## config.mk

```make
export PLATFORM = sky130hd
export DESIGN_NAME = spsc_top
export DESIGN_NICKNAME = d
export VERILOG_FILES = /design/src/core/spsc_pkg.sv /design/src/core/spsc_pulse_filter.sv /design/src/core/spsc_top.sv
export SDC_FILE = /design/constraint.sdc
export NUM_CORES = 1
export LEC_CHECK = 0
export BUFFER_PORTS_ARGS = -buffer_cell sky130_fd_sc_hd__buf_2
export CORE_MARGIN = 2
export CORE_UTILIZATION = 45
export DETAILED_ROUTE_END_ITERATION = 8
export GPL_TIMING_DRIVEN = 0
export PLACE_DENSITY = 0.71
export RECOVER_POWER = 50
export SYNTH_ARGS = -nofsm -noshare
export SYNTH_HDL_FRONTEND = slang
export SYNTH_HIERARCHICAL = 1
export SYNTH_SLANG_ARGS = --single-unit
```

## constraint.sdc

```tcl
create_clock -name clock -period 1.8 [get_ports clock]
set_input_delay 0 -clock clock [delete_from_list [all_inputs] [get_ports clock]]
set_output_delay 0 -clock clock [all_outputs]
set_load 0.05 [all_outputs]
```

## src/core/spsc_pkg.sv

```systemverilog
// Package for standby pin state control: mode codes, widths, filter figures.
// Assumes a single 25 MHz clock domain; one machine-clock period equals one clock.
package spsc_pkg;
  // Operating modes as presented by the standby sequencer
  localparam logic [2:0] SPSC_MODE_NORMAL = 3'h0;
  localparam logic [2:0] SPSC_MODE_SLEEP = 3'h1;
  localparam logic [2:0] SPSC_MODE_STOP = 3'h2;
  localparam logic [2:0] SPSC_MODE_WATCH = 3'h3;
  localparam int SPSC_PINS = 8;
  localparam int SPSC_EVENTS = 3;
  // Least pulse width on event inputs, in machine-clock periods
  localparam int SPSC_MIN_PULSE_MCLK = 2;
  localparam logic [7:0] SPSC_DIR_RESET = 8'h00;
  localparam logic [7:0] SPSC_DATA_RESET = 8'h00;
  localparam logic [1:0] SPSC_OSC_RESET = 2'h0;
  // Oscillator function stays live while reset is applied
  localparam logic [1:0] SPSC_OSC_ACT_RESET = 2'h3;
endpackage : spsc_pkg

```

## src/core/spsc_pulse_filter.sv

```systemverilog
// Event input pulse qualifier: two-stage synchroniser and a level filter.
// Assumes the input is asynchronous; a level is passed once it has held
// for the least pulse width in machine-clock periods.
`timescale 1ns/1ps
module spsc_pulse_filter #(
  parameter int MIN_PULSE = spsc_pkg::SPSC_MIN_PULSE_MCLK
) (
  input wire logic clock,
  input wire logic resetn,
  input wire logic pin_in,
  output logic level_out,
  output logic rise_out
);
  logic sync1_r;
  logic sync2_r;
  logic [3:0] cnt_r;
  logic [3:0] cnt_nxt;
  logic stable_w;
  localparam logic [3:0] LIMIT = 4'(MIN_PULSE - 1);

  assign stable_w = (sync2_r != level_out) && (cnt_r >= LIMIT);
  assign cnt_nxt = (sync2_r == level_out) ? 4'h0 : (stable_w ? 4'h0 : cnt_r + 4'h1);

  always_ff @(posedge clock) begin
    if (!resetn) begin
      sync1_r <= 1'b0;
      sync2_r <= 1'b0;
      cnt_r <= 4'h0;
      level_out <= 1'b0;
      rise_out <= 1'b0;
    end else begin
      sync1_r <= pin_in;
      sync2_r <= sync1_r;
      cnt_r <= cnt_nxt;
      // RL5 RL6 width qualified
      if (stable_w) begin
        level_out <= sync2_r;
      end
      rise_out <= stable_w && sync2_r;
    end
  end

  property p_min_high;
    @(posedge clock) disable iff (!resetn)
      $rose(level_out) |-> $past(sync2_r) && $past(sync2_r, 2);
  endproperty
  a_min_high: assert property (p_min_high) else $error("high level passed too early"); // RL5
  property p_min_low;
    @(posedge clock) disable iff (!resetn)
      $fell(level_out) |-> !$past(sync2_r) && !$past(sync2_r, 2);
  endproperty
  a_min_low: assert property (p_min_low) else $error("low level passed too early"); // RL6
  property p_short_block;
    @(posedge clock) disable iff (!resetn)
      (sync2_r != level_out) && (cnt_r < LIMIT) |=> $stable(level_out);
  endproperty
  a_short_block: assert property (p_short_block) else $error("short glitch passed"); // RL5
endmodule : spsc_pulse_filter

```

## src/core/spsc_top.sv

```systemverilog
// Standby pin state control for port A (eight pins shared with LCD commons),
// two oscillator pins and three peripheral event inputs.
// Assumes mode and hold select come from the standby sequencer on this clock.
//
// Operation
// RL1 - Hold select clear: keep output, block input
// RL2 - Hold select set: float pins, block input
// RL3 - Reset: float pins, input buffer on
// RL4 - Sleep behaves exactly as normal operation
// RL5 - Event high pulse at least two periods
// RL6 - Event low pulse at least two periods
// RL7 - Each port A pin: GPIO or common
// RL8 - Hold select bit only forces float
// RL9 - Reset clears all direction bits
// RL10 - Oscillator pins float in stop, watch
`timescale 1ns/1ps
module spsc_top #(
  parameter int PINS = spsc_pkg::SPSC_PINS,
  parameter int EVENTS = spsc_pkg::SPSC_EVENTS
) (
  input wire logic clock,
  input wire logic resetn,
  input wire logic [2:0] mode,
  input wire logic pin_hold_select,
  input wire logic dir_we,
  input wire logic [PINS-1:0] dir_wdata,
  input wire logic data_we,
  input wire logic [PINS-1:0] data_wdata,
  input wire logic [PINS-1:0] lcd_sel,
  input wire logic [PINS-1:0] lcd_common_out,
  input wire logic [PINS-1:0] porta_in,
  input wire logic [1:0] osc_en,
  input wire logic [1:0] osc_drive,
  input wire logic [EVENTS-1:0] event_pin,
  output logic [PINS-1:0] porta_out,
  output logic [PINS-1:0] porta_oe,
  output logic [PINS-1:0] porta_ie,
  output logic [PINS-1:0] porta_rdata,
  output logic [PINS-1:0] dir_rdata,
  output logic [1:0] osc_oe,
  output logic [1:0] osc_out,
  output logic [1:0] osc_active,
  output logic [EVENTS-1:0] event_level,
  output logic [EVENTS-1:0] event_rise
);
  typedef enum logic [3:0] {
    SPSC_RUN = 4'h1,
    SPSC_HOLD = 4'h2,
    SPSC_FLOAT = 4'h4,
    SPSC_RST = 4'h8
  } spsc_state_t;

  spsc_state_t state_r;
  spsc_state_t state_nxt;
  logic [PINS-1:0] dir_r;
  logic [PINS-1:0] data_r;
  logic [PINS-1:0] in_sync1_r;
  logic [PINS-1:0] in_sync2_r;
  logic [PINS-1:0] run_out_w;
  logic [PINS-1:0] run_oe_w;
  logic [PINS-1:0] nxt_out_w;
  logic [PINS-1:0] nxt_oe_w;
  logic [PINS-1:0] nxt_ie_w;
  logic [1:0] nxt_osc_oe_w;
  logic [1:0] nxt_osc_act_w;
  logic standby_w;
  logic [EVENTS-1:0] ev_level_w;
  logic [EVENTS-1:0] ev_rise_w;

  assign standby_w = (mode == spsc_pkg::SPSC_MODE_STOP) ||
                     (mode == spsc_pkg::SPSC_MODE_WATCH);
  // RL8 hold select decides
  assign state_nxt = !standby_w ? SPSC_RUN : (pin_hold_select ? SPSC_FLOAT : SPSC_HOLD);

  // RL7 per-pin function select
  genvar gi;
  generate
    for (gi = 0; gi < PINS; gi++) begin : g_pin
      assign run_out_w[gi] = lcd_sel[gi] ? lcd_common_out[gi] : data_r[gi];
      assign run_oe_w[gi] = lcd_sel[gi] | dir_r[gi];
    end
  endgenerate

  // RL1 RL2 RL4 per-state drive
  assign nxt_out_w = (state_nxt == SPSC_HOLD) ? porta_out :
                     (state_nxt == SPSC_FLOAT) ? '0 : run_out_w;
  assign nxt_oe_w = (state_nxt == SPSC_HOLD) ? porta_oe :
                    (state_nxt == SPSC_FLOAT) ? '0 : run_oe_w;
  assign nxt_ie_w = (state_nxt == SPSC_RUN) ? ~lcd_sel : '0;
  // RL10 oscillator pins float in standby
  assign nxt_osc_oe_w = (state_nxt == SPSC_RUN) ? osc_en : 2'h0;
  assign nxt_osc_act_w = (state_nxt == SPSC_RUN) ? osc_en : 2'h0;

  always_ff @(posedge clock) begin
    if (!resetn) begin
      state_r <= SPSC_RST;
      // RL9 direction cleared
      dir_r <= spsc_pkg::SPSC_DIR_RESET;
      data_r <= spsc_pkg::SPSC_DATA_RESET;
    end else begin
      state_r <= state_nxt;
      if (dir_we) begin
        dir_r <= dir_wdata;
      end
      if (data_we) begin
        data_r <= data_wdata;
      end
    end
  end

  always_ff @(posedge clock) begin
    if (!resetn) begin
      // RL3 reset float input on
      porta_out <= '0;
      porta_oe <= '0;
      porta_ie <= '1;
      // RL10 oscillator resumes at reset
      osc_oe <= spsc_pkg::SPSC_OSC_RESET;
      osc_active <= spsc_pkg::SPSC_OSC_ACT_RESET;
      osc_out <= spsc_pkg::SPSC_OSC_RESET;
    end else begin
      porta_out <= nxt_out_w;
      porta_oe <= nxt_oe_w;
      porta_ie <= nxt_ie_w;
      osc_oe <= nxt_osc_oe_w;
      osc_active <= nxt_osc_act_w;
      osc_out <= osc_drive;
    end
  end

  // Blocked inputs read low; reset input has no functional effect
  always_ff @(posedge clock) begin
    if (!resetn) begin
      in_sync1_r <= '0;
      in_sync2_r <= '0;
      porta_rdata <= '0;
      dir_rdata <= '0;
    end else begin
      in_sync1_r <= porta_in;
      in_sync2_r <= in_sync1_r;
      porta_rdata <= (in_sync2_r & porta_ie & ~dir_r) | (data_r & dir_r);
      dir_rdata <= dir_r;
    end
  end

  generate
    for (gi = 0; gi < EVENTS; gi++) begin : g_ev
      spsc_pulse_filter #(
        .MIN_PULSE(spsc_pkg::SPSC_MIN_PULSE_MCLK)
      ) u_filt (
        .clock(clock),
        .resetn(resetn),
        .pin_in(event_pin[gi]),
        .level_out(ev_level_w[gi]),
        .rise_out(ev_rise_w[gi])
      );
    end
  endgenerate

  always_ff @(posedge clock) begin
    if (!resetn) begin
      event_level <= '0;
      event_rise <= '0;
    end else begin
      // Events blocked while standby blocks inputs
      event_level <= (state_nxt == SPSC_RUN) ? ev_level_w : '0;
      event_rise <= (state_nxt == SPSC_RUN) ? ev_rise_w : '0;
    end
  end

  property p_hold;
    @(posedge clock) disable iff (!resetn)
      (state_r == SPSC_HOLD) && standby_w && !pin_hold_select |=>
        $stable(porta_out) && $stable(porta_oe) && porta_ie == '0;
  endproperty
  a_hold: assert property (p_hold) else $error("hold mode lost output"); // RL1
  property p_float;
    @(posedge clock) disable iff (!resetn)
      standby_w && pin_hold_select |=> porta_oe == '0 && porta_ie == '0;
  endproperty
  a_float: assert property (p_float) else $error("float mode drives pin"); // RL2
  property p_reset;
    @(posedge clock) !resetn |=> porta_oe == '0 && porta_ie == '1 && dir_rdata == '0;
  endproperty
  a_reset: assert property (p_reset) else $error("reset pin state wrong"); // RL3
  property p_sleep;
    @(posedge clock) disable iff (!resetn)
      mode == spsc_pkg::SPSC_MODE_SLEEP |=> porta_oe == $past(run_oe_w)
        && porta_out == $past(run_out_w);
  endproperty
  a_sleep: assert property (p_sleep) else $error("sleep differs from normal"); // RL4
  property p_lcd;
    @(posedge clock) disable iff (!resetn)
      !standby_w && lcd_sel[0] |=> porta_oe[0] && porta_out[0] == $past(lcd_common_out[0]);
  endproperty
  a_lcd: assert property (p_lcd) else $error("common output not routed"); // RL7
  property p_sel;
    @(posedge clock) disable iff (!resetn)
      standby_w && !pin_hold_select && state_r == SPSC_RUN |=> porta_oe == $past(porta_oe);
  endproperty
  a_sel: assert property (p_sel) else $error("hold select clear floated pins"); // RL8
  property p_dir;
    @(posedge clock) !resetn ##1 resetn && !dir_we |=> dir_rdata == '0;
  endproperty
  a_dir: assert property (p_dir) else $error("direction not cleared"); // RL9
  property p_osc;
    @(posedge clock) disable iff (!resetn)
      standby_w |=> osc_oe == 2'h0 && osc_active == 2'h0;
  endproperty
  a_osc: assert property (p_osc) else $error("oscillator pin driven in standby"); // RL10
  property p_osc_reset;
    @(posedge clock) !resetn |=> osc_active == spsc_pkg::SPSC_OSC_ACT_RESET && osc_oe == '0;
  endproperty
  a_osc_reset: assert property (p_osc_reset) else $error("oscillator lost in reset"); // RL10
  property p_gpio;
    @(posedge clock) disable iff (!resetn)
      !standby_w && !lcd_sel[4] && dir_r[4] |=> porta_oe[4] && porta_out[4] == $past(data_r[4]);
  endproperty
  a_gpio: assert property (p_gpio) else $error("port latch not routed"); // RL7
  c_float: cover property (@(posedge clock) disable iff (!resetn) state_r == SPSC_FLOAT);
  c_hold: cover property (@(posedge clock) disable iff (!resetn) state_r == SPSC_HOLD);
  c_event: cover property (@(posedge clock) disable iff (!resetn) event_rise != '0);
  c_sleep: cover property (@(posedge clock) disable iff (!resetn)
    mode == spsc_pkg::SPSC_MODE_SLEEP);
  c_lcd: cover property (@(posedge clock) disable iff (!resetn) (porta_oe & lcd_sel) != '0);
endmodule : spsc_top

```

Word-level counts from Yosys, hierarchy flattened
Index checks and enable logic that the tools add are counted.

word-level totals
  output and inout port bits = 52
  word-level logic and storage cells = 86
  flip-flop bits (word level) = 108
  bits of input ports = 55

operators by class
  bitwise operators = 15
  reductions and logical operators = 11
  add/sub/neg operators = 3
  muxes and demuxes = 14
  $lt $le $gt $ge = 3
  eq/ne operators = 11

operators with widths
  operator               number
  $and A8 B8 Y8          3
  $mux W8                3
  $not A8 Y8             2
  $add A4 B1 Y4 const B  3
  $ge A4 B1 Y1 const B   3
  $eq A3 B2 Y1 const B   3
  $reduce_or A3 Y1       3
  $mux W1                8
  $or A1 B1 Y1           8
  $or A8 B8 Y8           1
  $logic_and A1 B1 Y1    6
  $mux W3                2
  $eq A1 B1 Y1           3
  $eq A3 B1 Y1 const B   1
  $eq A3 B3 Y1 const B   1
  $ne A1 B1 Y1           3
  $mux W2                1
  $reduce_and A2 Y1      1
  $logic_or A1 B1 Y1     1
  $not A1 Y1             1

Longest topological paths before layout
Gate-level depths: netlist of run 1.

  depth in word-level cells = 5
  gate-level depth with buffers = 5
  depth with buffers taken out = 4

By module
The synthesis of run 1 kept the hierarchy.

modules (own cells, without submodules)
  module             area each (µm²)  instances  cells an instance
  spsc_top           2811.4           1          262
  spsc_pulse_filter  307.8            3          28

Least setup slack after synthesis of run 1
No wires, ideal clock.

  path kind = reg2reg
  from = reg g_ev[0].u_filt.cnt_r[1]
  to = reg g_ev[0].u_filt.cnt_r[0]
  cell stages (with the launch flop) = 6
  buffers on the path = 1
  required time = 1.713 ns
  setup slack = 0.374 ns
  arrival time = 1.339 ns
  setup time = 0.087 ns
  path through = dfxtp_1 > inv_1 > ha_1 > or4b_1 > buf_2 > nor4b_2

on the way
  word-level cells in the longest chain between the ends = 3

RTL lines
  element                            line                     source
  from (decl)                        spsc_pulse_filter.sv:16  logic [3:0] cnt_r;
  from (signal assigned)             spsc_pulse_filter.sv:34  cnt_r <= cnt_nxt;
  $ge A4 B1 Y1                       spsc_pulse_filter.sv:21  assign stable_w = (sync2_r != level_out) && (cnt_r >= LIMIT);
  $logic_and A1 B1 Y1                spsc_pulse_filter.sv:21
  $reduce_or A3 Y1 (no source line)  --

No other way between the ends.
A chain may end at the register's enable or synchronous reset.

Final worst setup path of run 1
Same ends and word-level chain as after synthesis.

==> reports/results.txt, run 1 <==
largest net degree at the start of global routing: 25
total number of vias: 2827
RR Startpoint: g_ev[0].u_filt/cnt_r[1]
gp weighted congestion: 0.805
layer with the highest usage: met2
Hold Startpoint: mode[1]
DIE HEIGHT: 95.1 um
Std-Cell Rows: 33
vias in the first global route: 2746
P_int: 3.73 mW
Initial DRC Count: 49
Setup CP Type: reg -> reg
clock slew at reported path FFs: 0.09 ns
worst clock skew: 0.0129 ns
power share of the combinational group: 0.132
Area growth, synth to finish: 36.4%
Synth Warn #: 6
PD cells: 981 mW/mm2
Slew @ Worst Pin: 0.916 ns
critical path arrival: 1.81 ns
final setup fails: 0
met3 usage: 0.0387
DRC Markers: 0
crit start category: flop
Fill cells: 677
synth unique cells: 31
FF-to-FF setup slack: 0.26 ns
Routed Antenna Nets: 0
crit path to: g_ev[0].u_filt/cnt_r[0]
Syn Nets: 410
initial antenna violation count: 0
post-DP HPWL: 5690 um
Max VDD drop: 0.467 mV
n_diodes: 0
Worst Path Required: 2.07 ns
final hold viol count: 0
total gr overflow: 0
multi-input logic area: 0.00144 mm2
post-cts resize count: 0
total power: 5.00 mW
Core Util, Final: 0.627
relative slew slack: 0.389
Clk pwr share: 0.357
die area: 0.00904 mm2
part of the power in registers: 0.511
Crit. End Element: flop
Net Sw Frac: 0.254
Hold Path Class: in -> reg
initial core utilization: 0.459
met2 Use GR: 0.329
worst r2r dst: g_ev[0].u_filt/cnt_r[0]
commonest non-fill, non-tap cell in the layout: dfxtp_1
switching power: 1.27 mW
worst-case clock buffer depth: 2
LEAKAGE: 2.29 nW
Tot GR Track Use: 0.192
CP startpoint: g_ev[0].u_filt/cnt_r[1]
Final min period: 1.54 ns
flops & latches, synth: 108
max-slew violation count: 0
Final #Nets: 572
top post-synthesis cells by area: dfxtp_1 (58%), mux2i_1 (7.0%), and2_1 (6.7%)
Avg Vias per Cell: 4.57
Yosys top cell area share: 0.579
count of input and output buffers: 103
Synth Area per Inst: 10.8 um2
Syn Inst Count: 346
final period utilization: 0.856
core area: 0.00813 mm2
leading area contributor after synthesis: dfxtp_1
IO Count: 107
first-pass GRT wire length: 13000 um
fin cells: 618
placed instance count: 554
total CTS buffers: 9
Max Cap Viol: 0
Die X: 95.1 um
CTS tree: yes
clk_lat worst skew: 0.36 ns
CP Max Fanout: 5
Seq/Total Area, Yosys: 0.579
FF/Latch Area: 0.00216 mm2
clock root buffer: clkbuf_8
H-tree depth: 3
1st-pass router iterations: 4
most frequent cells in the layout: dfxtp_1 (108), buf_2 (98), dlygate4sd3_1 (48)
routed len/inst: 13.5 um
setup TNS: 0 ns
Synth Cell Area: 0.00373 mm2
grt met1 use: 0.232
share of cells above drive strength 1: 0.273
status: complete, no violations
RSZ-0062 raised after global routing: no
R2R depth: 5
f_max: 0.649 GHz
Detailed Route WL: 8350 um
clock sinks: 108
-- registers in the layout (all words and copies together) (netlist names), 8 cells and up --
signal             count
g_ev.u_filt/cnt_r     12
data_r                 8
dir_r                  8
dir_rdata              8
in_sync1_r             8
in_sync2_r             8
porta_ie               8
porta_oe               8
porta_out              8
porta_rdata            8
-- power groups by stage --
stage / Sequential, mW / Combinational, mW / Clock (mW)
global placement: 2.61 / 0.575 / 0
detailed placement: 2.61 / 0.587 / 0
CTS: 2.55 / 0.667 / 1.83
floorplan: 2.80 / 0.195 / 0
global route: 2.57 / 0.709 / 1.92
finish: 2.55 / 0.660 / 1.79
-- layer usage --
metal  share of wire  vias to the layer above
li1                -                     1450
met1            0.45                     1274
met2            0.47                       86
met3           0.056                       17
met4           0.021                        0
met5               0                        -
-- cell usage after synthesis --
cell / instances
o21ai_2: 12
clkbuf_1: 4
o311a_1: 4
xnor2_1: 3
inv_1: 10
ha_1: 9
nor3_1: 6
buf_4: 1
clkbuf_4: 1
mux2i_1: 26
and2_1: 40
and2b_4: 1
conb_1: 3
o21ai_0: 20
nor4b_2: 3
and3_1: 8
nor2_1: 4
and2b_2: 1
nand2_2: 1
nand2_1: 44
and4bb_1: 1
clkbuf_2: 1
dfxtp_1: 108
buf_6: 2
nor3b_2: 3
nand2b_2: 1
buf_2: 8
or4b_1: 3
a31oi_1: 1
nor2b_1: 16
nand2b_1: 1
-- cells by family after synthesis --
kind of cell | share of synthesized area
fa+ha+maj | 0.0302
xor+xnor | 0.00704
other cells | 0.00301
mux | 0.0697
flops | 0.579
simple gates | 0.208
compound gates | 0.0673
buf+inv | 0.0362
-- repair_timing --
action                    4_1_cts  5_1_grt
setup buffers                   0        0
hold endpoints to repair       57        0
hold buffers                   48        0
-- worst max-delay path: stages (launching register included) --
cell	delay, ns
dfxtp_1	0.34
inv_1	0.06
ha_1	0.18
or4b_1	0.51
buf_2	0.17
nor4b_2	0.20
-- through the flow --
| step | setup slack [ns] | hold slack (ns) | area [um2] |
|---|---|---|---|
| floorplan | 0.374 | 0.107 | 3730 |
| global placement | 0.337 | 0.204 | 4380 |
| detailed placement | 0.280 | 0.209 | 4380 |
| CTS | 0.254 | 0.0200 | 5120 |
| global route | 0.132 | 0.0525 | 5100 |
| finish | 0.259 | 0.0296 | 5100 |
-- final cells by class --
type,count,area share
sequential,108,0.424
multi-input combinational,211,0.282
timing repair buffer,151,0.193
clock buffer,10,0.0270
tap,105,0.0258
clock inverter,6,0.0228
buffer,17,0.0179
inverter,10,0.00737
-- worst min path at each step --
stage,end,slack (ns),depth (start not counted)
detailed placement,g_ev[2].u_filt/sync1_r,0.21,2
floorplan,osc_active[0],0.11,2
global placement,osc_active[0],0.20,3
finish,porta_out[7],0.03,4
CTS,porta_out[7],0.02,4
global route,event_rise[2],0.05,3
Power figures use the tool's default switching activity.
==> inputs of run 2 (changes only) <==
--- a/config.mk
+++ b/config.mk
@@ -6,10 +6,9 @@
 export NUM_CORES = 1
 export LEC_CHECK = 0
 export BUFFER_PORTS_ARGS = -buffer_cell sky130_fd_sc_hd__buf_2
-export CORE_MARGIN = 2
 export CORE_UTILIZATION = 45
 export DETAILED_ROUTE_END_ITERATION = 8
-export GPL_TIMING_DRIVEN = 0
+export GPL_TIMING_DRIVEN = 1
 export PLACE_DENSITY = 0.71
 export RECOVER_POWER = 50
 export SYNTH_ARGS = -nofsm -noshare
==> run 2 against run 1 <==
- largest power group unchanged
- clock power down 15%
- fmax down 1.6%
- combinational power down 3.3%
==> reports/results.txt, run 2 (same netlist as run 1, synthesis figures left out) <==
status: complete, no violations
critical path arrival: 1.84 ns
first-pass GRT wire length: 12600 um
H-tree depth: 3
placed cell areas: 0.00431 mm2
part of the power in registers: 0.541
FF-to-FF setup slack: 0.23 ns
Area growth, synth to finish: 33.5%
n_diodes: 0
Detailed Route WL: 7960 um
clock slew at reported path FFs: 0.10 ns
Largest register FFs: 12
total CTS buffers: 9
FF/Latch Area: 0.00216 mm2
P_int: 3.50 mW
core area: 0.00789 mm2
Worst Hold Endpoint: porta_oe[4]
Initial DRC Count: 52
worst clock skew: 0.0102 ns
routed len/inst: 13.2 um
crit start category: flop
Hold Startpoint: pin_hold_select
vias in the first global route: 2740
power share of the combinational group: 0.135
slowest CP cell: or4b_1
Final min period: 1.57 ns
total number of vias: 2747
RSZ-0062 raised after global routing: no
setup TNS: 0 ns
LEAKAGE: 2.26 nW
Net Sw Frac: 0.258
Tot GR Track Use: 0.192
DIE HEIGHT: 93.1 um
Worst Path Required: 2.07 ns
count of input and output buffers: 105
final hold viol count: 0
worst r2r dst: g_ev[0].u_filt/cnt_r[0]
clock sinks: 108
initial antenna violation count: 0
Clk pwr share: 0.324
clk_lat worst skew: 0.36 ns
WP buf/inv: 1
CTS tree: yes
Max Cap Viol: 0
worst-case clock buffer depth: 2
DRC Markers: 0
relative slew slack: 0.188
CP top delay family: simple AND/OR/NAND/NOR gates
largest net degree at the start of global routing: 39
Die X: 93.1 um
Final #Nets: 559
most frequent cells in the layout: dfxtp_1 (108), buf_2 (100), dlygate4sd3_1 (48)
CP max stage delay: 0.65 ns
Routed Antenna Nets: 0
post-DP HPWL: 5200 um
1st-pass router iterations: 4
R2R depth: 4
final setup fails: 0
switching power: 1.22 mW
f_max: 0.639 GHz
die area: 0.00867 mm2
Max VDD drop: 0.396 mV
Largest Register: g_ev.u_filt/cnt_r
max-slew violation count: 0
Std-Cell Rows: 32
final period utilization: 0.870
gp weighted congestion: 0.801
IO Count: 107
crit path cell chain: inv_1 > ha_1 > or4b_1 > nor4b_2
Crit. End Element: flop
multi-input logic area: 0.00144 mm2
CP Max Fanout: 5
RR Startpoint: g_ev[0].u_filt/cnt_r[1]
Hold Path Depth: 3
cell area after layout: 0.00499 mm2
PD cells: 947 mW/mm2
Setup CP Type: reg -> reg
commonest non-fill, non-tap cell in the layout: dfxtp_1
Slew @ Worst Pin: 1.22 ns
Fill cells: 650
total gr overflow: 0
Avg Vias per Cell: 4.56
clock root buffer: clkbuf_8
share of cells above drive strength 1: 0.276
initial core utilization: 0.474
Hold Path Class: in -> reg
run 2: routing by layer:
metal	GRT usage	up-vias	share of wire
met5	0	-	0
met1	0.223	1234	0.46
met3	0.0496	10	0.046
met2	0.339	77	0.48
li1	-	1426	-
met4	0.0667	0	0.014
run 2: power by group through the flow:
stage | registers, mW | logic [mW] | clock network (mW)
finish | 2.55 | 0.638 | 1.53
global route | 2.57 | 0.687 | 1.66
CTS | 2.55 | 0.644 | 1.56
detailed placement | 2.61 | 0.562 | 0
global placement | 2.61 | 0.551 | 0
floorplan | 2.80 | 0.195 | 0
run 2: area by class of cell:
cell class / count / share of cell area
clock buffer: 13 / 0.0339
multi-input combinational: 211 / 0.288
tap: 102 / 0.0256
sequential: 108 / 0.434
clock inverter: 3 / 0.00878
inverter: 10 / 0.00753
timing repair buffer: 155 / 0.202
run 2: metrics by stage:
step | power [mW] | utilization | hold WS, ns | setup WS (ns) | instances
4_1_cts | 4.76 | 0.634 | 0.0265 | 0.225 | 602
2_1_floorplan | 3.00 | - | 0.107 | 0.374 | 346
3_5_place_dp | 3.17 | 0.546 | 0.208 | 0.255 | 538
3_3_place_gp | 3.16 | 0.546 | 0.205 | 0.340 | 538
5_1_grt | 4.91 | 0.632 | 0.0161 | 0.134 | 602
6_report | 4.72 | 0.632 | 0.0254 | 0.235 | 602
run 2: timing repair:
| action | 4_1_cts | 5_1_grt |
|---|---|---|
| endpoints found under the hold margin | 57 | 0 |
| setup buffers | 0 | 0 |
| hold buffers | 48 | 0 |
| setup endpoints to repair | 0 | 0 |
| resized for setup | 0 | 0 |
run 2: worst max-delay path by stage:
stage	start	to	cells past startpoint
after global placement	g_ev[1].u_filt/cnt_r[1]	g_ev[1].u_filt/cnt_r[0]	4
after CTS	g_ev[2].u_filt/cnt_r[1]	g_ev[2].u_filt/cnt_r[0]	4
after detailed placement	g_ev[2].u_filt/cnt_r[1]	g_ev[2].u_filt/cnt_r[0]	4
final	g_ev[0].u_filt/cnt_r[1]	g_ev[0].u_filt/cnt_r[0]	4
after floorplan	g_ev[0].u_filt/cnt_r[1]	g_ev[0].u_filt/cnt_r[0]	5
after global routing	resetn	g_ev[0].u_filt/rise_out	4
run 2: worst min-delay path: cells and delay by family:
kind                   cells  cell delay [ns]
buffers and inverters      1             0.17
AOI/OAI and AO/OA          2             0.17
==> inputs of run 3 (changes only) <==
--- a/config.mk
+++ b/config.mk
@@ -9,6 +9,7 @@
 export CORE_UTILIZATION = 45
 export DETAILED_ROUTE_END_ITERATION = 8
 export GPL_TIMING_DRIVEN = 1
+export MAX_ROUTING_LAYER = met4
 export PLACE_DENSITY = 0.71
 export RECOVER_POWER = 50
 export SYNTH_ARGS = -nofsm -noshare
==> run 3 against run 2 <==
- sequential power barely moved
- die area did not move
- clock skew barely moved
- highest routed layer unchanged
- global-route usage rose by 0.55 points
- cell area did not move
- count of clock-buffer cells in the layout did not move
- combinational power barely moved
- worst hold slack barely moved
- wire length rose by 0.18%
- core utilization did not move
- critical path depth did not move
- sequential share of layout area did not move
==> reports/results.txt, run 3 (same netlist as run 1, synthesis figures left out) <==
largest net degree at the start of global routing: 39
clock root buffer: clkbuf_8
relative slew slack: 0.188
cell area after layout: 0.00499 mm2
core area: 0.00789 mm2
final hold viol count: 0
worst-case clock buffer depth: 2
die area: 0.00867 mm2
Routed Antenna Nets: 0
crit start category: flop
CTS tree: yes
count of input and output buffers: 105
H-tree depth: 3
total gr overflow: 0
Post-CTS Setup Bufs: 0
Area growth, synth to finish: 33.5%
Hold Path Class: in -> reg
1st-pass router iterations: 4
Worst Path Required: 2.07 ns
Max VDD drop: 0.396 mV
placed cell areas: 0.00431 mm2
total power: 4.72 mW
Avg Vias per Cell: 4.55
n_diodes: 0
CTS Hold Bufs: 48
status: complete, no violations
clock sinks: 108
vias in the first global route: 2738
RSZ-0062 raised after global routing: no
total number of vias: 2738
Final #Nets: 559
WP buf/inv: 1
worst clock skew: 0.00979 ns
crit path cell chain: inv_1 > ha_1 > or4b_1 > nor4b_2
LEAKAGE: 2.26 nW
clock slew at reported path FFs: 0.10 ns
final period utilization: 0.869
critical path arrival: 1.84 ns
post-cts resize count: 0
Setup CP Type: reg -> reg
fin cells: 602
share of cells above drive strength 1: 0.276
clk_lat worst skew: 0.36 ns
max-slew violation count: 0
Initial DRC Count: 49
Tot GR Track Use: 0.197
gp weighted congestion: 0.813
Detailed Route WL: 7980 um
Crit. End Element: flop
placed instance count: 538
Largest register FFs: 12
routed len/inst: 13.2 um
Max Cap Viol: 0
CP max stage delay: 0.65 ns
post-DP HPWL: 5200 um
Std-Cell Rows: 32
IO Count: 107
Final min period: 1.56 ns
DIE HEIGHT: 93.1 um
Slew @ Worst Pin: 1.22 ns
commonest non-fill, non-tap cell in the layout: dfxtp_1
Largest Register: g_ev.u_filt/cnt_r
final setup fails: 0
f_max: 0.639 GHz
Die X: 93.1 um
initial core utilization: 0.474
DRC Markers: 0
initial antenna violation count: 0
total CTS buffers: 9
slowest CP cell: or4b_1
CP top delay family: simple AND/OR/NAND/NOR gates
most frequent cells in the layout: dfxtp_1 (108), buf_2 (100), dlygate4sd3_1 (48)
first-pass GRT wire length: 12600 um
PD cells: 947 mW/mm2
setup TNS: 0 ns
CP Max Fanout: 5
==> run 3: cell counts in the layout (fill, tap and decap cells not counted) <==
Identical to the previous run, type by type.
==> run 3: through the flow <==
| stage | utilization | hold WS [ns] | setup WS [ns] |
|---|---|---|---|
| after floorplan | - | 0.107 | 0.374 |
| after global placement | 0.546 | 0.205 | 0.340 |
| after detailed placement | 0.546 | 0.208 | 0.255 |
| after CTS | 0.634 | 0.0265 | 0.225 |
| after global routing | 0.632 | 0.0167 | 0.133 |
| final | 0.632 | 0.0258 | 0.236 |
==> run 3: cell type report <==
type / instances / area [um2]
clock inverters: 3 / 43.8
inverters: 10 / 37.5
repair buffers: 155 / 1010
flip-flops and latches: 108 / 2160
fillers: 650 / 2900
multi-input cells: 211 / 1440
clock buffers: 13 / 169
well taps: 102 / 128
==> run 3: metal layers <==
layer  track usage  vias to the layer above  share of wire
met5             -                        -              0
met4        0.0705                        0          0.015
met3        0.0472                        9          0.045
met2         0.339                       75           0.48
met1         0.224                     1227           0.46
li1              -                     1427              -
==> run 3: worst min-delay path: cells and delay by family <==
family                 cells  cell delay, ns
buffers and inverters      1            0.17
AO/OA/AOI/OAI              2            0.17
==> run 3: worst paths after layout <==
kind,from,end,slack (ns),cells after the start
hold reg to reg,in_sync1_r[4],in_sync2_r[4],0.44,1
setup / recovery,g_ev[0].u_filt/cnt_r[1],g_ev[0].u_filt/cnt_r[0],0.24,4
setup reg to reg,g_ev[0].u_filt/cnt_r[1],g_ev[0].u_filt/cnt_r[0],0.24,4
hold / removal,pin_hold_select,porta_oe[4],0.03,3
==> run 3: power by group <==
group	switching [mW]	internal, mW
Sequential	0.0542	2.50
Combinational	0.393	0.245
Clock	0.773	0.759
